[config.mk]
export PLATFORM = sky130hd
export DESIGN_NAME = dcm_mode_control
export DESIGN_NICKNAME = d
export VERILOG_FILES = /design/src/dcm_pkg.sv /design/src/dcm_mode_control.sv
export SDC_FILE = /design/constraint.sdc
export NUM_CORES = 1
export LEC_CHECK = 0
export BUFFER_PORTS_ARGS = -buffer_cell sky130_fd_sc_hd__buf_2
export CAP_MARGIN = 20
export CORE_MARGIN = 2
export CORE_UTILIZATION = 39
export DETAILED_ROUTE_END_ITERATION = 10
export PLACE_DENSITY_LB_ADDON = 0.3
export SLEW_MARGIN = 5
export SYNTH_ARGS = -nofsm -noshare
export SYNTH_HDL_FRONTEND = slang
export SYNTH_SLANG_ARGS = --single-unit
[constraint.sdc]
create_clock -name clk -period 1.35 [get_ports clk]
set_input_delay 0.27 -clock clk [delete_from_list [all_inputs] [get_ports clk]]
set_output_delay 0.27 -clock clk [all_outputs]
set_load 0.01 [all_outputs]
[src/dcm_pkg.sv]
// Purpose: shared constants and types of the dual comparator mode control
// Assumes: Avalon-MM slave with 32-bit data, one register per aligned word
// Notes: register indices are kept; byte address is four times the index
package dcm_pkg;

    // ************************************************************
    // register map
    // ************************************************************
    localparam int DCM_ADDR_W = 10;
    localparam logic [7:0] DCM_IDX_COMP_CTRL = 8'h1f;
    localparam logic [7:0] DCM_IDX_PORT_DIR = 8'h85;
    localparam logic [7:0] DCM_IDX_IRQ_STATUS = 8'h0c;
    localparam logic [7:0] DCM_IDX_IRQ_MASK = 8'h8c;
    localparam logic [7:0] DCM_IDX_IRQ_CTRL = 8'h0b;

    // ************************************************************
    // field positions
    // ************************************************************
    localparam int DCM_POS_SECOND_RESULT = 7;
    localparam int DCM_POS_FIRST_RESULT = 6;
    localparam int DCM_POS_INPUT_SWITCH = 3;
    localparam int DCM_POS_MODE_LSB = 0;
    localparam int DCM_POS_CHANGE_FLAG = 0;
    localparam int DCM_POS_GLOBAL_IRQ = 7;
    localparam int DCM_POS_PERIPH_IRQ = 6;

    // ************************************************************
    // reset values
    // ************************************************************
    localparam logic [3:0] DCM_RST_COMP_CTRL = 4'h0;
    localparam logic [4:0] DCM_RST_PORT_DIR = 5'h1f;
    localparam logic [31:0] DCM_UNMAPPED_READ = 32'h0000_0000;

    // ************************************************************
    // modes and routing
    // ************************************************************
    typedef enum logic [2:0] {
        DCM_MODE_RESET = 3'b000,
        DCM_MODE_THREE_IN = 3'b001,
        DCM_MODE_FOUR_VREF = 3'b010,
        DCM_MODE_COMMON_REF = 3'b011,
        DCM_MODE_TWO_INDEP = 3'b100,
        DCM_MODE_ONE_INDEP = 3'b101,
        DCM_MODE_COMMON_OUT = 3'b110,
        DCM_MODE_OFF = 3'b111
    } dcm_mode_type;

    // input selector codes: a port A pin, the voltage reference, or nothing
    localparam logic [2:0] DCM_SEL_PIN0 = 3'h0;
    localparam logic [2:0] DCM_SEL_PIN1 = 3'h1;
    localparam logic [2:0] DCM_SEL_PIN2 = 3'h2;
    localparam logic [2:0] DCM_SEL_PIN3 = 3'h3;
    localparam logic [2:0] DCM_SEL_VREF = 3'h4;
    localparam logic [2:0] DCM_SEL_NONE = 3'h7;

    typedef struct packed {
        logic [2:0] c1_neg;
        logic [2:0] c1_pos;
        logic [2:0] c2_neg;
        logic [2:0] c2_pos;
        logic [1:0] comp_en;
        logic [3:0] analog;
        logic out_mux;
    } dcm_route_type;

    localparam dcm_route_type DCM_ROUTE_IDLE = '{DCM_SEL_NONE, DCM_SEL_NONE,
        DCM_SEL_NONE, DCM_SEL_NONE, 2'h0, 4'h0, 1'b0};

endpackage : dcm_pkg
[src/dcm_mode_control.sv]
// Purpose: digital control of a two-comparator analog module
// Assumes: comparator results and pin levels are synchronous to clk
// Notes: register slave on Avalon-MM with waitrequest
// Behaviour
// - two comparator channels, each result a separate bit.
// - comparator inputs share port A pins 0 to 3 with port logic.
// - voltage reference selectable as comparator input in modes needing it.
// - control register drives input and output multiplexer selects.
// - three-bit mode field selects one of eight pin routings.
// - control register at 1Fh; results bits 7,6; switch bit 3; mode 2:0.
// - unimplemented bits, including control bits 5 and 4, read zero.
// - direction register keeps controlling pin direction in every mode.
// - mode 011 routes pins 0,1 to inverting, pin 2 non-inverting.
// - mode 011 leaves pins 3 and 4 digital under direction control.
// - result bits are read-only; writes to them do nothing.
// - change flag set while either result differs from latched value.
// - any control register access latches results, ending the mismatch.
// - reset puts mode 000, all comparator pins analog.
`timescale 1ns/1ps
`default_nettype none
module dcm_mode_control
    import dcm_pkg::*;
(
    input wire logic clk,
    input wire logic rst_n,
    input wire logic ce,
    input wire logic [DCM_ADDR_W-1:0] avs_address,
    input wire logic avs_read,
    input wire logic avs_write,
    input wire logic [31:0] avs_writedata,
    input wire logic [3:0] avs_byteenable,
    output logic [31:0] avs_readdata,
    output logic avs_waitrequest,
    input wire logic [1:0] comp_raw,
    input wire logic [4:0] port_latch,
    input wire logic [4:0] pin_in,
    output logic [4:0] pin_out,
    output logic [4:0] pin_oe_n,
    output logic [4:0] port_read,
    output dcm_route_type route,
    output logic irq
);

    // ************************************************************
    // bus slave
    // ************************************************************
    logic wait_r;
    logic [31:0] rdata_r;
    logic req;
    logic take;
    logic take_wr;
    logic [7:0] idx;
    logic word_ok;
    logic sel_ctl;
    logic sel_dir;
    logic sel_sts;
    logic sel_msk;
    logic sel_gct;
    logic [31:0] rdata_nxt;

    // state registers
    logic [3:0] ctl_r;
    logic [4:0] dir_r;
    logic [1:0] result_r;
    logic [1:0] last_r;
    logic flag_r;
    logic mask_r;
    logic [1:0] gctl_r;
    logic irq_r;
    dcm_route_type route_r;
    logic [4:0] pin_out_r;
    logic [4:0] oe_n_r;
    logic [4:0] port_read_r;
    logic mismatch;

    assign req = avs_read | avs_write;
    assign take = ce & req & ~wait_r;
    assign take_wr = take & avs_write & avs_byteenable[0];
    assign idx = avs_address[9:2];
    assign word_ok = (avs_address[1:0] == 2'h0);
    assign sel_ctl = word_ok & (idx == DCM_IDX_COMP_CTRL);
    assign sel_dir = word_ok & (idx == DCM_IDX_PORT_DIR);
    assign sel_sts = word_ok & (idx == DCM_IDX_IRQ_STATUS);
    assign sel_msk = word_ok & (idx == DCM_IDX_IRQ_MASK);
    assign sel_gct = word_ok & (idx == DCM_IDX_IRQ_CTRL);
    assign mismatch = (result_r != last_r);

    // one wait cycle, then a single-cycle acknowledge
    always_ff @(posedge clk or negedge rst_n) begin
        if (!rst_n) begin
            wait_r <= 1'b1;
        end else if (ce) begin
            wait_r <= ~(req & wait_r);
        end
    end

    always_comb begin
        rdata_nxt = DCM_UNMAPPED_READ;
        if (sel_ctl) begin
            // bits 5 and 4 are unimplemented and read zero
            rdata_nxt[DCM_POS_SECOND_RESULT] = result_r[1];
            rdata_nxt[DCM_POS_FIRST_RESULT] = result_r[0];
            rdata_nxt[DCM_POS_INPUT_SWITCH] = ctl_r[3];
            rdata_nxt[DCM_POS_MODE_LSB +: 3] = ctl_r[2:0];
        end else if (sel_dir) begin
            rdata_nxt[4:0] = dir_r;
        end else if (sel_sts) begin
            rdata_nxt[DCM_POS_CHANGE_FLAG] = flag_r;
        end else if (sel_msk) begin
            rdata_nxt[DCM_POS_CHANGE_FLAG] = mask_r;
        end else if (sel_gct) begin
            rdata_nxt[DCM_POS_GLOBAL_IRQ] = gctl_r[1];
            rdata_nxt[DCM_POS_PERIPH_IRQ] = gctl_r[0];
        end
    end

    always_ff @(posedge clk or negedge rst_n) begin
        if (!rst_n) begin
            rdata_r <= DCM_UNMAPPED_READ;
        end else if (ce && avs_read && wait_r) begin
            rdata_r <= rdata_nxt;
        end
    end

    // ************************************************************
    // control and direction registers
    // ************************************************************
    // result bits are not stored here, so writes to them fall away
    always_ff @(posedge clk or negedge rst_n) begin
        if (!rst_n) begin
            ctl_r <= DCM_RST_COMP_CTRL;
        end else if (take_wr && sel_ctl) begin
            ctl_r <= {avs_writedata[DCM_POS_INPUT_SWITCH], avs_writedata[DCM_POS_MODE_LSB +: 3]};
        end
    end

    always_ff @(posedge clk or negedge rst_n) begin
        if (!rst_n) begin
            dir_r <= DCM_RST_PORT_DIR;
        end else if (take_wr && sel_dir) begin
            dir_r <= avs_writedata[4:0];
        end
    end

    // ************************************************************
    // routing
    // ************************************************************
    function automatic dcm_route_type route_of(input logic [2:0] mode, input logic sw);
        dcm_route_type r;
        r = DCM_ROUTE_IDLE;
        unique case (dcm_mode_type'(mode))
            DCM_MODE_RESET: begin
                r.analog = 4'hf;
            end
            DCM_MODE_THREE_IN: begin
                r.c1_neg = sw ? DCM_SEL_PIN3 : DCM_SEL_PIN0;
                r.c1_pos = DCM_SEL_PIN2;
                r.c2_neg = DCM_SEL_PIN1;
                r.c2_pos = DCM_SEL_PIN2;
                r.comp_en = 2'h3;
                r.analog = 4'hf;
            end
            DCM_MODE_FOUR_VREF: begin
                r.c1_neg = sw ? DCM_SEL_PIN3 : DCM_SEL_PIN0;
                r.c2_neg = sw ? DCM_SEL_PIN2 : DCM_SEL_PIN1;
                r.c1_pos = DCM_SEL_VREF;
                r.c2_pos = DCM_SEL_VREF;
                r.comp_en = 2'h3;
                r.analog = 4'hf;
            end
            DCM_MODE_COMMON_REF, DCM_MODE_COMMON_OUT: begin
                r.c1_neg = DCM_SEL_PIN0;
                r.c2_neg = DCM_SEL_PIN1;
                r.c1_pos = DCM_SEL_PIN2;
                r.c2_pos = DCM_SEL_PIN2;
                r.comp_en = 2'h3;
                r.analog = 4'h7;
                r.out_mux = (mode == DCM_MODE_COMMON_OUT);
            end
            DCM_MODE_TWO_INDEP: begin
                r.c1_neg = DCM_SEL_PIN0;
                r.c1_pos = DCM_SEL_PIN3;
                r.c2_neg = DCM_SEL_PIN1;
                r.c2_pos = DCM_SEL_PIN2;
                r.comp_en = 2'h3;
                r.analog = 4'hf;
            end
            DCM_MODE_ONE_INDEP: begin
                r.c2_neg = DCM_SEL_PIN1;
                r.c2_pos = DCM_SEL_PIN2;
                r.comp_en = 2'h2;
                r.analog = 4'h6;
            end
            DCM_MODE_OFF: begin
                r = DCM_ROUTE_IDLE;
            end
        endcase
        return r;
    endfunction : route_of

    always_ff @(posedge clk or negedge rst_n) begin
        if (!rst_n) begin
            // literal reset value: a function call is not a constant in an async branch
            route_r <= '{DCM_SEL_NONE, DCM_SEL_NONE, DCM_SEL_NONE, DCM_SEL_NONE, 2'h0, 4'hf, 1'b0};
        end else if (ce) begin
            route_r <= route_of(ctl_r[2:0], ctl_r[3]);
        end
    end

    // ************************************************************
    // comparator results and change detection
    // ************************************************************
    // a powered-down comparator reads low
    always_ff @(posedge clk or negedge rst_n) begin
        if (!rst_n) begin
            result_r <= 2'h0;
        end else if (ce) begin
            result_r <= comp_raw & route_r.comp_en;
        end
    end

    always_ff @(posedge clk or negedge rst_n) begin
        if (!rst_n) begin
            last_r <= 2'h0;
        end else if (take && sel_ctl) begin
            last_r <= result_r;
        end
    end

    // set wins over a write-one clear in the same cycle
    always_ff @(posedge clk or negedge rst_n) begin
        if (!rst_n) begin
            flag_r <= 1'b0;
        end else if (ce) begin
            if (mismatch) begin
                flag_r <= 1'b1;
            end else if (take_wr && sel_sts && avs_writedata[DCM_POS_CHANGE_FLAG]) begin
                flag_r <= 1'b0;
            end
        end
    end

    always_ff @(posedge clk or negedge rst_n) begin
        if (!rst_n) begin
            mask_r <= 1'b0;
            gctl_r <= 2'h0;
        end else if (take_wr) begin
            if (sel_msk) begin
                mask_r <= avs_writedata[DCM_POS_CHANGE_FLAG];
            end
            if (sel_gct) begin
                gctl_r <= {avs_writedata[DCM_POS_GLOBAL_IRQ], avs_writedata[DCM_POS_PERIPH_IRQ]};
            end
        end
    end

    always_ff @(posedge clk or negedge rst_n) begin
        if (!rst_n) begin
            irq_r <= 1'b0;
        end else if (ce) begin
            irq_r <= flag_r & mask_r & gctl_r[0] & gctl_r[1];
        end
    end

    // ************************************************************
    // pins
    // ************************************************************
    // comparator outputs reach the pins two cycles late, via the result register, not unsynchronised
    always_ff @(posedge clk or negedge rst_n) begin
        if (!rst_n) begin
            pin_out_r <= 5'h00;
            oe_n_r <= DCM_RST_PORT_DIR;
            port_read_r <= 5'h00;
        end else if (ce) begin
            pin_out_r <= route_r.out_mux ? {result_r, port_latch[2:0]} : port_latch;
            oe_n_r <= dir_r;
            port_read_r <= pin_in & ~{1'b0, route_r.analog};
        end
    end

    assign avs_readdata = rdata_r;
    assign avs_waitrequest = wait_r;
    assign pin_out = pin_out_r;
    assign pin_oe_n = oe_n_r;
    assign port_read = port_read_r;
    assign route = route_r;
    assign irq = irq_r;
endmodule : dcm_mode_control
`default_nettype wire

==> flow_summary.ini, run 1 <==
[yosys]
ys.flop_type = dfrtp_1
synth_cell_types = 41
synth_top_area_cell = dfrtp_1
ys_warn_count = 0
syn_area_per_cell_um2 = 11.2
synth_top_area_share_pct = 29.8
synthArstFlopShare_pct = 100
ys_ff_latch = 57
synth_edf_count = 0
synth_cells = 248
synth_area_mm2 = 0.00277
ys_top_cells_by_area = dfrtp_1 30%, dfstp_2 23%, mux2_2 8.5%, buf_4 7.9%, o21ai_0 3.8%
ys_seq_area_share_pct = 52.6

[finish]
fillers = 652
final_nets = 407
diodes = 0
drive_gt1_share_pct = 49.6
syn2layout_area_growth_pct = 29.5

[floorplanning]
fp.dieArea_mm2 = 0.00779
ios = 131
initial_core_util_pct = 40.5
rows = 30
core_mm2 = 0.00683
fp.dieH_um = 88.3
die_x_um = 88.3

[min_path]
hold_class = input port to flip-flop

[route]
drc_errors = 0
first_pass_iters = 4
initialDrtViolationCount = 73
ant_nets = 0
vias_per_cell = 4.63
wl_per_cell_um = 12.8
dr_total_vias = 2060
drt_wl_total_um = 5720

[critical_path]
startpoint_type = flip-flop
worstPathRequired_ps = 1560
arrival_ps = 1620
crit_fanout = 4
endpoint_kind = flip-flop
critPathKind = flip-flop to flip-flop

[global_route]
grt_max_degree = 33
grt_remaining_overflow = 0
antenna_found_initial = 0
grt_pass1_vias = 1972
track_usage_pct = 15.9
grt_pass1_wl_um = 9480

[power]
p_total_mw = 4.03
max-vdd-ir-drop_v = 0.000503
p_leak_nw = 1.72
powerDensity_mw_per_mm2 = 1120

[run]
drv_cap = 0

[clock_tree]
cts_setup_buffers = 0
htree_levels = 3
clk_path_buf_depth = 2
cts_tree = built
clock-root-buffer = clkbuf_8
cts_inserted_buffers = 9
clock_sinks = 57
path_clk_slew_ps = 70
clkLatencyLatePin_ps = 330

[timing]
rsz0062_at_grt = true
slew_viol_final = 0
hold_violations = 0
holdWs_ps = 163
finalClockSkew_ps = 11.1
fin_ws_ps = -61.1
max_freq_ghz = 0.709
min_period_ps = 1410
finalSetupViolations = 6
fin_crit_sh_pct = 105

[placed_design]
routabilityCongestion = 0.834
place_hpwl_um = 4280
io_buffer_count = 77

[run_status]
violations = setup timing
outcome = finished with violations
[routing by layer]
| metal | track usage (%) | up-vias | share of wire, % |
|---|---|---|---|
| li1 | - | 1001 | - |
| met1 | 23.2 | 966 | 49 |
| met2 | 22.3 | 89 | 44 |
| met3 | 4.94 | 4 | 6.9 |
| met4 | 5.92 | 0 | 0.54 |
| met5 | 0 | - | 0 |
[kinds of logic (layout without fill, tap and decap cells)]
family	count (synthesis)	count (layout)	synth area share [%]
simple gates	61	61	13.7
mux	29	29	12.2
xor+xnor	2	2	0.632
flops	57	57	52.6
buf+inv	52	129	11.0
other cells	1	25	0.135
compound gates	46	46	9.76
[power breakdown]
group          leakage (nW)  switching, mW  internal [mW]
Clock                 0.120          0.684           1.27
Combinational         0.907          0.182          0.135
Sequential            0.692         0.0134           1.75
Total                  1.72          0.879           3.16
[cells in the mapped netlist (2+ instances only)]
library cell  count
o21ai_0          21
nand2_2           2
clkbuf_1         10
inv_1            13
a22oi_1           5
a31oi_1           2
nand4bb_1         3
or3_1             2
nor2b_1           2
and3_1            2
mux2i_1           3
o31ai_1           2
nand3b_1          3
nor4_1            2
nand2b_1          3
nor2_1           16
dfrtp_1          33
buf_4            29
mux2_2           21
xor2_1            2
dfstp_2          24
nand2_1          11
a21oi_1           8
nand3_1           4
o22a_1            2
nor3_4            2
o22ai_1           4
mux2_4            4
[metrics by stage]
| step | utilization [%] | setup TNS, ps | cells | worst slack [ps] | cell area (µm²) |
|---|---|---|---|---|---|
| floorplan | - | -2900 | 272 | -228 | 2880 |
| global placement | 48.7 | -5740 | 428 | -327 | 3330 |
| detailed placement | 48.7 | -6320 | 428 | -383 | 3330 |
| CTS | 52.5 | -170 | 445 | -68.1 | 3590 |
| global route | 52.5 | -732 | 445 | -99.2 | 3590 |
| finish | 52.5 | -136 | 445 | -61.1 | 3590 |
[repair_timing]
| action | in CTS | in global routing |
|---|---|---|
| pin swaps | 1 | 1 |
| gates resized for setup | 3 | 0 |
| hold buffers | 1 | 0 |
| hold endpoints to repair | 9 | 0 |
| setup endpoints to repair | 10 | 16 |
[cells in the final DEF, fill, tap and decap left out, types with 3 or more instances in the layout]
cell,n
a21oi_1,8
nand2_1,10
clkbuf_8,10
nand2_2,3
dfstp_2,24
bufinv_16,3
nand3_1,4
o21ai_1,6
o21ai_0,15
nor2_1,16
conb_1,25
dfrtp_1,33
mux2_2,20
buf_4,19
buf_12,3
nand2b_1,3
mux2_4,5
buf_2,76
nand3b_1,3
o22ai_1,4
a22oi_1,5
inv_1,13
mux2i_1,3
nand4bb_1,3
[layout make-up]
class	count	area, µm²	share of cell area, %
multi-input cells	163	1110	31.1
clock inverters	5	103	2.86
clock buffers	11	141	3.94
repair buffers	100	604	16.8
inverters	13	48.8	1.36
well taps	96	120	3.35
flip-flops and latches	57	1460	40.6
[final timing paths]
check	startpoint	cells after the start	end	slack, ps
worst max-delay path	avs_waitrequest$_DFFE_PN1P_	4	mask_r$_DFFE_PN0P_	-60
worst min-delay path	avs_writedata[4]	2	dir_r[4]$_DFFE_PN1P_	160
worst max register to register	avs_waitrequest$_DFFE_PN1P_	4	mask_r$_DFFE_PN0P_	-60
worst min register to register	route[13]$_DFFE_PN1P_	2	route[13]$_DFFE_PN1P_	470
max in group asynchronous	rst_n	3	route[1]$_DFFE_PN1P_	430
min in group asynchronous	rst_n	2	avs_readdata[3]$_DFFE_PN0P_	390
[worst max-delay path: stages (launching register included)]
cell and delay, ps:
dfstp_2 530, and4b_2 270, nor2b_4 140, nand2_2 60, mux2_4 290
[registers in the layout (all words and copies together), names as in the netlist]
name	count
avs_readdata	7
port_read	5
dir_r	5
pin_oe_n	5
route	16
avs_waitrequest	1
flag_r	1
gctl_r	2
irq	1
pin_out	5
mask_r	1
last_r	2
ctl_r	4
result_r	2
Note: power is estimated with default switching activity, not from simulation.
==> run 2, diff against run 1 <==
Settings changed: RECOVER_POWER set to 25, SKIP_LAST_GASP set to 1.
==> flow_summary.ini, run 2 (synthesized netlist as in run 1, its figures left out) <==
[run_status]
outcome = finished with violations
violations = setup timing

[clock_tree]
clock_sinks = 57
cts_setup_buffers = 0
cts_tree = built
clk_path_buf_depth = 2
path_clk_slew_ps = 70
clkLatencyLatePin_ps = 330
cts_inserted_buffers = 9
clock-root-buffer = clkbuf_8
htree_levels = 3

[timing]
fin_ws_ps = -59.8
worst-slew-pin-transition_ps = 893
finalClockSkew_ps = 9.77
hold_violations = 0
slew_viol_final = 0
rsz0062_at_grt = true
fin_crit_sh_pct = 104
slew_headroom_pct = 40.5
finalSetupViolations = 5
min_period_ps = 1410
max_freq_ghz = 0.709
tns_ps = -126

[floorplanning]
fp.dieArea_mm2 = 0.00779
core_mm2 = 0.00683
initial_core_util_pct = 40.5
die_x_um = 88.3
rows = 30
fp.dieH_um = 88.3
ios = 131

[route]
vias_per_cell = 4.64
first_pass_iters = 4
dr_total_vias = 2067
drt_wl_total_um = 5750
ant_nets = 0
initialDrtViolationCount = 71
wl_per_cell_um = 12.9
drc_errors = 0

[finish]
layout_common_cells = 74 x buf_2, 33 x dfrtp_1, 25 x conb_1
largest_reg_flops = 16
syn2layout_area_growth_pct = 29.0
fillers = 652
layout_commonest_cell = buf_2
diodes = 0
final_nets = 407
design_area_mm2 = 0.00357
drive_gt1_share_pct = 47.6

[min_path]
hold_class = input port to flip-flop

[power]
p_int_mw = 3.15
seqPwrFrac_pct = 43.6
max-vdd-ir-drop_v = 0.000502
p_clk_share_pct = 48.6
p_leak_nw = 1.70
switching_share_pct = 21.8
p_total_mw = 4.03
powerDensity_mw_per_mm2 = 1130
switchingPower_mw = 0.879
power_frac_comb_pct = 7.8

[critical_path]
critPathKind = flip-flop to flip-flop
crit_fanout = 4
endpoint_kind = flip-flop
worstPathRequired_ps = 1570
startpoint_type = flip-flop
arrival_ps = 1630

[placed_design]
place_hpwl_um = 4280
place_ws_ps = -383
io_buffer_count = 77
dpl-instance-area_mm2 = 0.00333
routabilityCongestion = 0.834

[global_route]
grt_max_degree = 33
grt_pass1_wl_um = 9480
grt_pass1_vias = 1972
track_usage_pct = 15.9
grt_remaining_overflow = 0
antenna_found_initial = 0

[run]
drv_cap = 0
run 2: layer usage:
layer	wire length, µm	up-vias	share of wire, %	GRT usage (%)
li1	-	998	-	-
met1	2820	976	49	23.2
met2	2500	86	44	22.3
met3	373	7	6.5	4.94
met4	58	0	1.0	5.92
met5	0	-	0	0
run 2: final cells by class:
cell class                      instances  area, µm²  share of cell area (%)
Multi-Input combinational cell        163       1110                    31.2
Sequential cell                        57       1460                    40.7
Timing Repair Buffer                  100        591                    16.5
Inverter                               13       48.8                    1.37
Tap cell                               96        120                    3.36
Clock inverter                          5        103                    2.87
Clock buffer                           11        141                    3.96
run 2: path summary, 6_finish.rpt:
check | to | slack [ps] | start | cells after the start
max | mask_r$_DFFE_PN0P_ | -60 | avs_waitrequest$_DFFE_PN1P_ | 4
min | dir_r[4]$_DFFE_PN1P_ | 160 | avs_writedata[4] | 2
max reg2reg | mask_r$_DFFE_PN0P_ | -60 | avs_waitrequest$_DFFE_PN1P_ | 4
min reg2reg | route[13]$_DFFE_PN1P_ | 470 | route[13]$_DFFE_PN1P_ | 2
max in group asynchronous | pin_oe_n[0]$_DFFE_PN1P_ | 50 | rst_n | 3
min in group asynchronous | avs_readdata[3]$_DFFE_PN0P_ | 570 | rst_n | 2
run 2: stage by stage:
stage / cells / hold WS, ps / utilization, %
after floorplan: 272 / -25.6 / -
after global placement: 428 / 207 / 48.7
after detailed placement: 428 / 209 / 48.7
after CTS: 445 / 152 / 52.5
after global routing: 445 / 145 / 52.3
final: 445 / 161 / 52.3
run 2: timing repair:
action,CTS,global route
cloned,0,0
gates resized for setup,3,0
endpoints found under the hold margin,9,0
setup endpoints to repair,10,16
pin swaps,1,1
hold buffers,1,0
run 2: power groups by stage:
stage / Clock (mW) / Sequential (mW) / Combinational [mW]
detailed placement: 0 / 1.79 / 0.314
CTS: 2.01 / 1.76 / 0.322
finish: 1.96 / 1.76 / 0.314
global route: 2.09 / 1.76 / 0.351
global placement: 0 / 1.79 / 0.311
floorplan: 0 / 1.81 / 0.176
run 2: worst max-delay path, cell delays in order (launching register included):
cell	delay (ps)
dfstp_2	530
and4b_2	270
nor2b_4	140
nand2_2	60
mux2_4	290
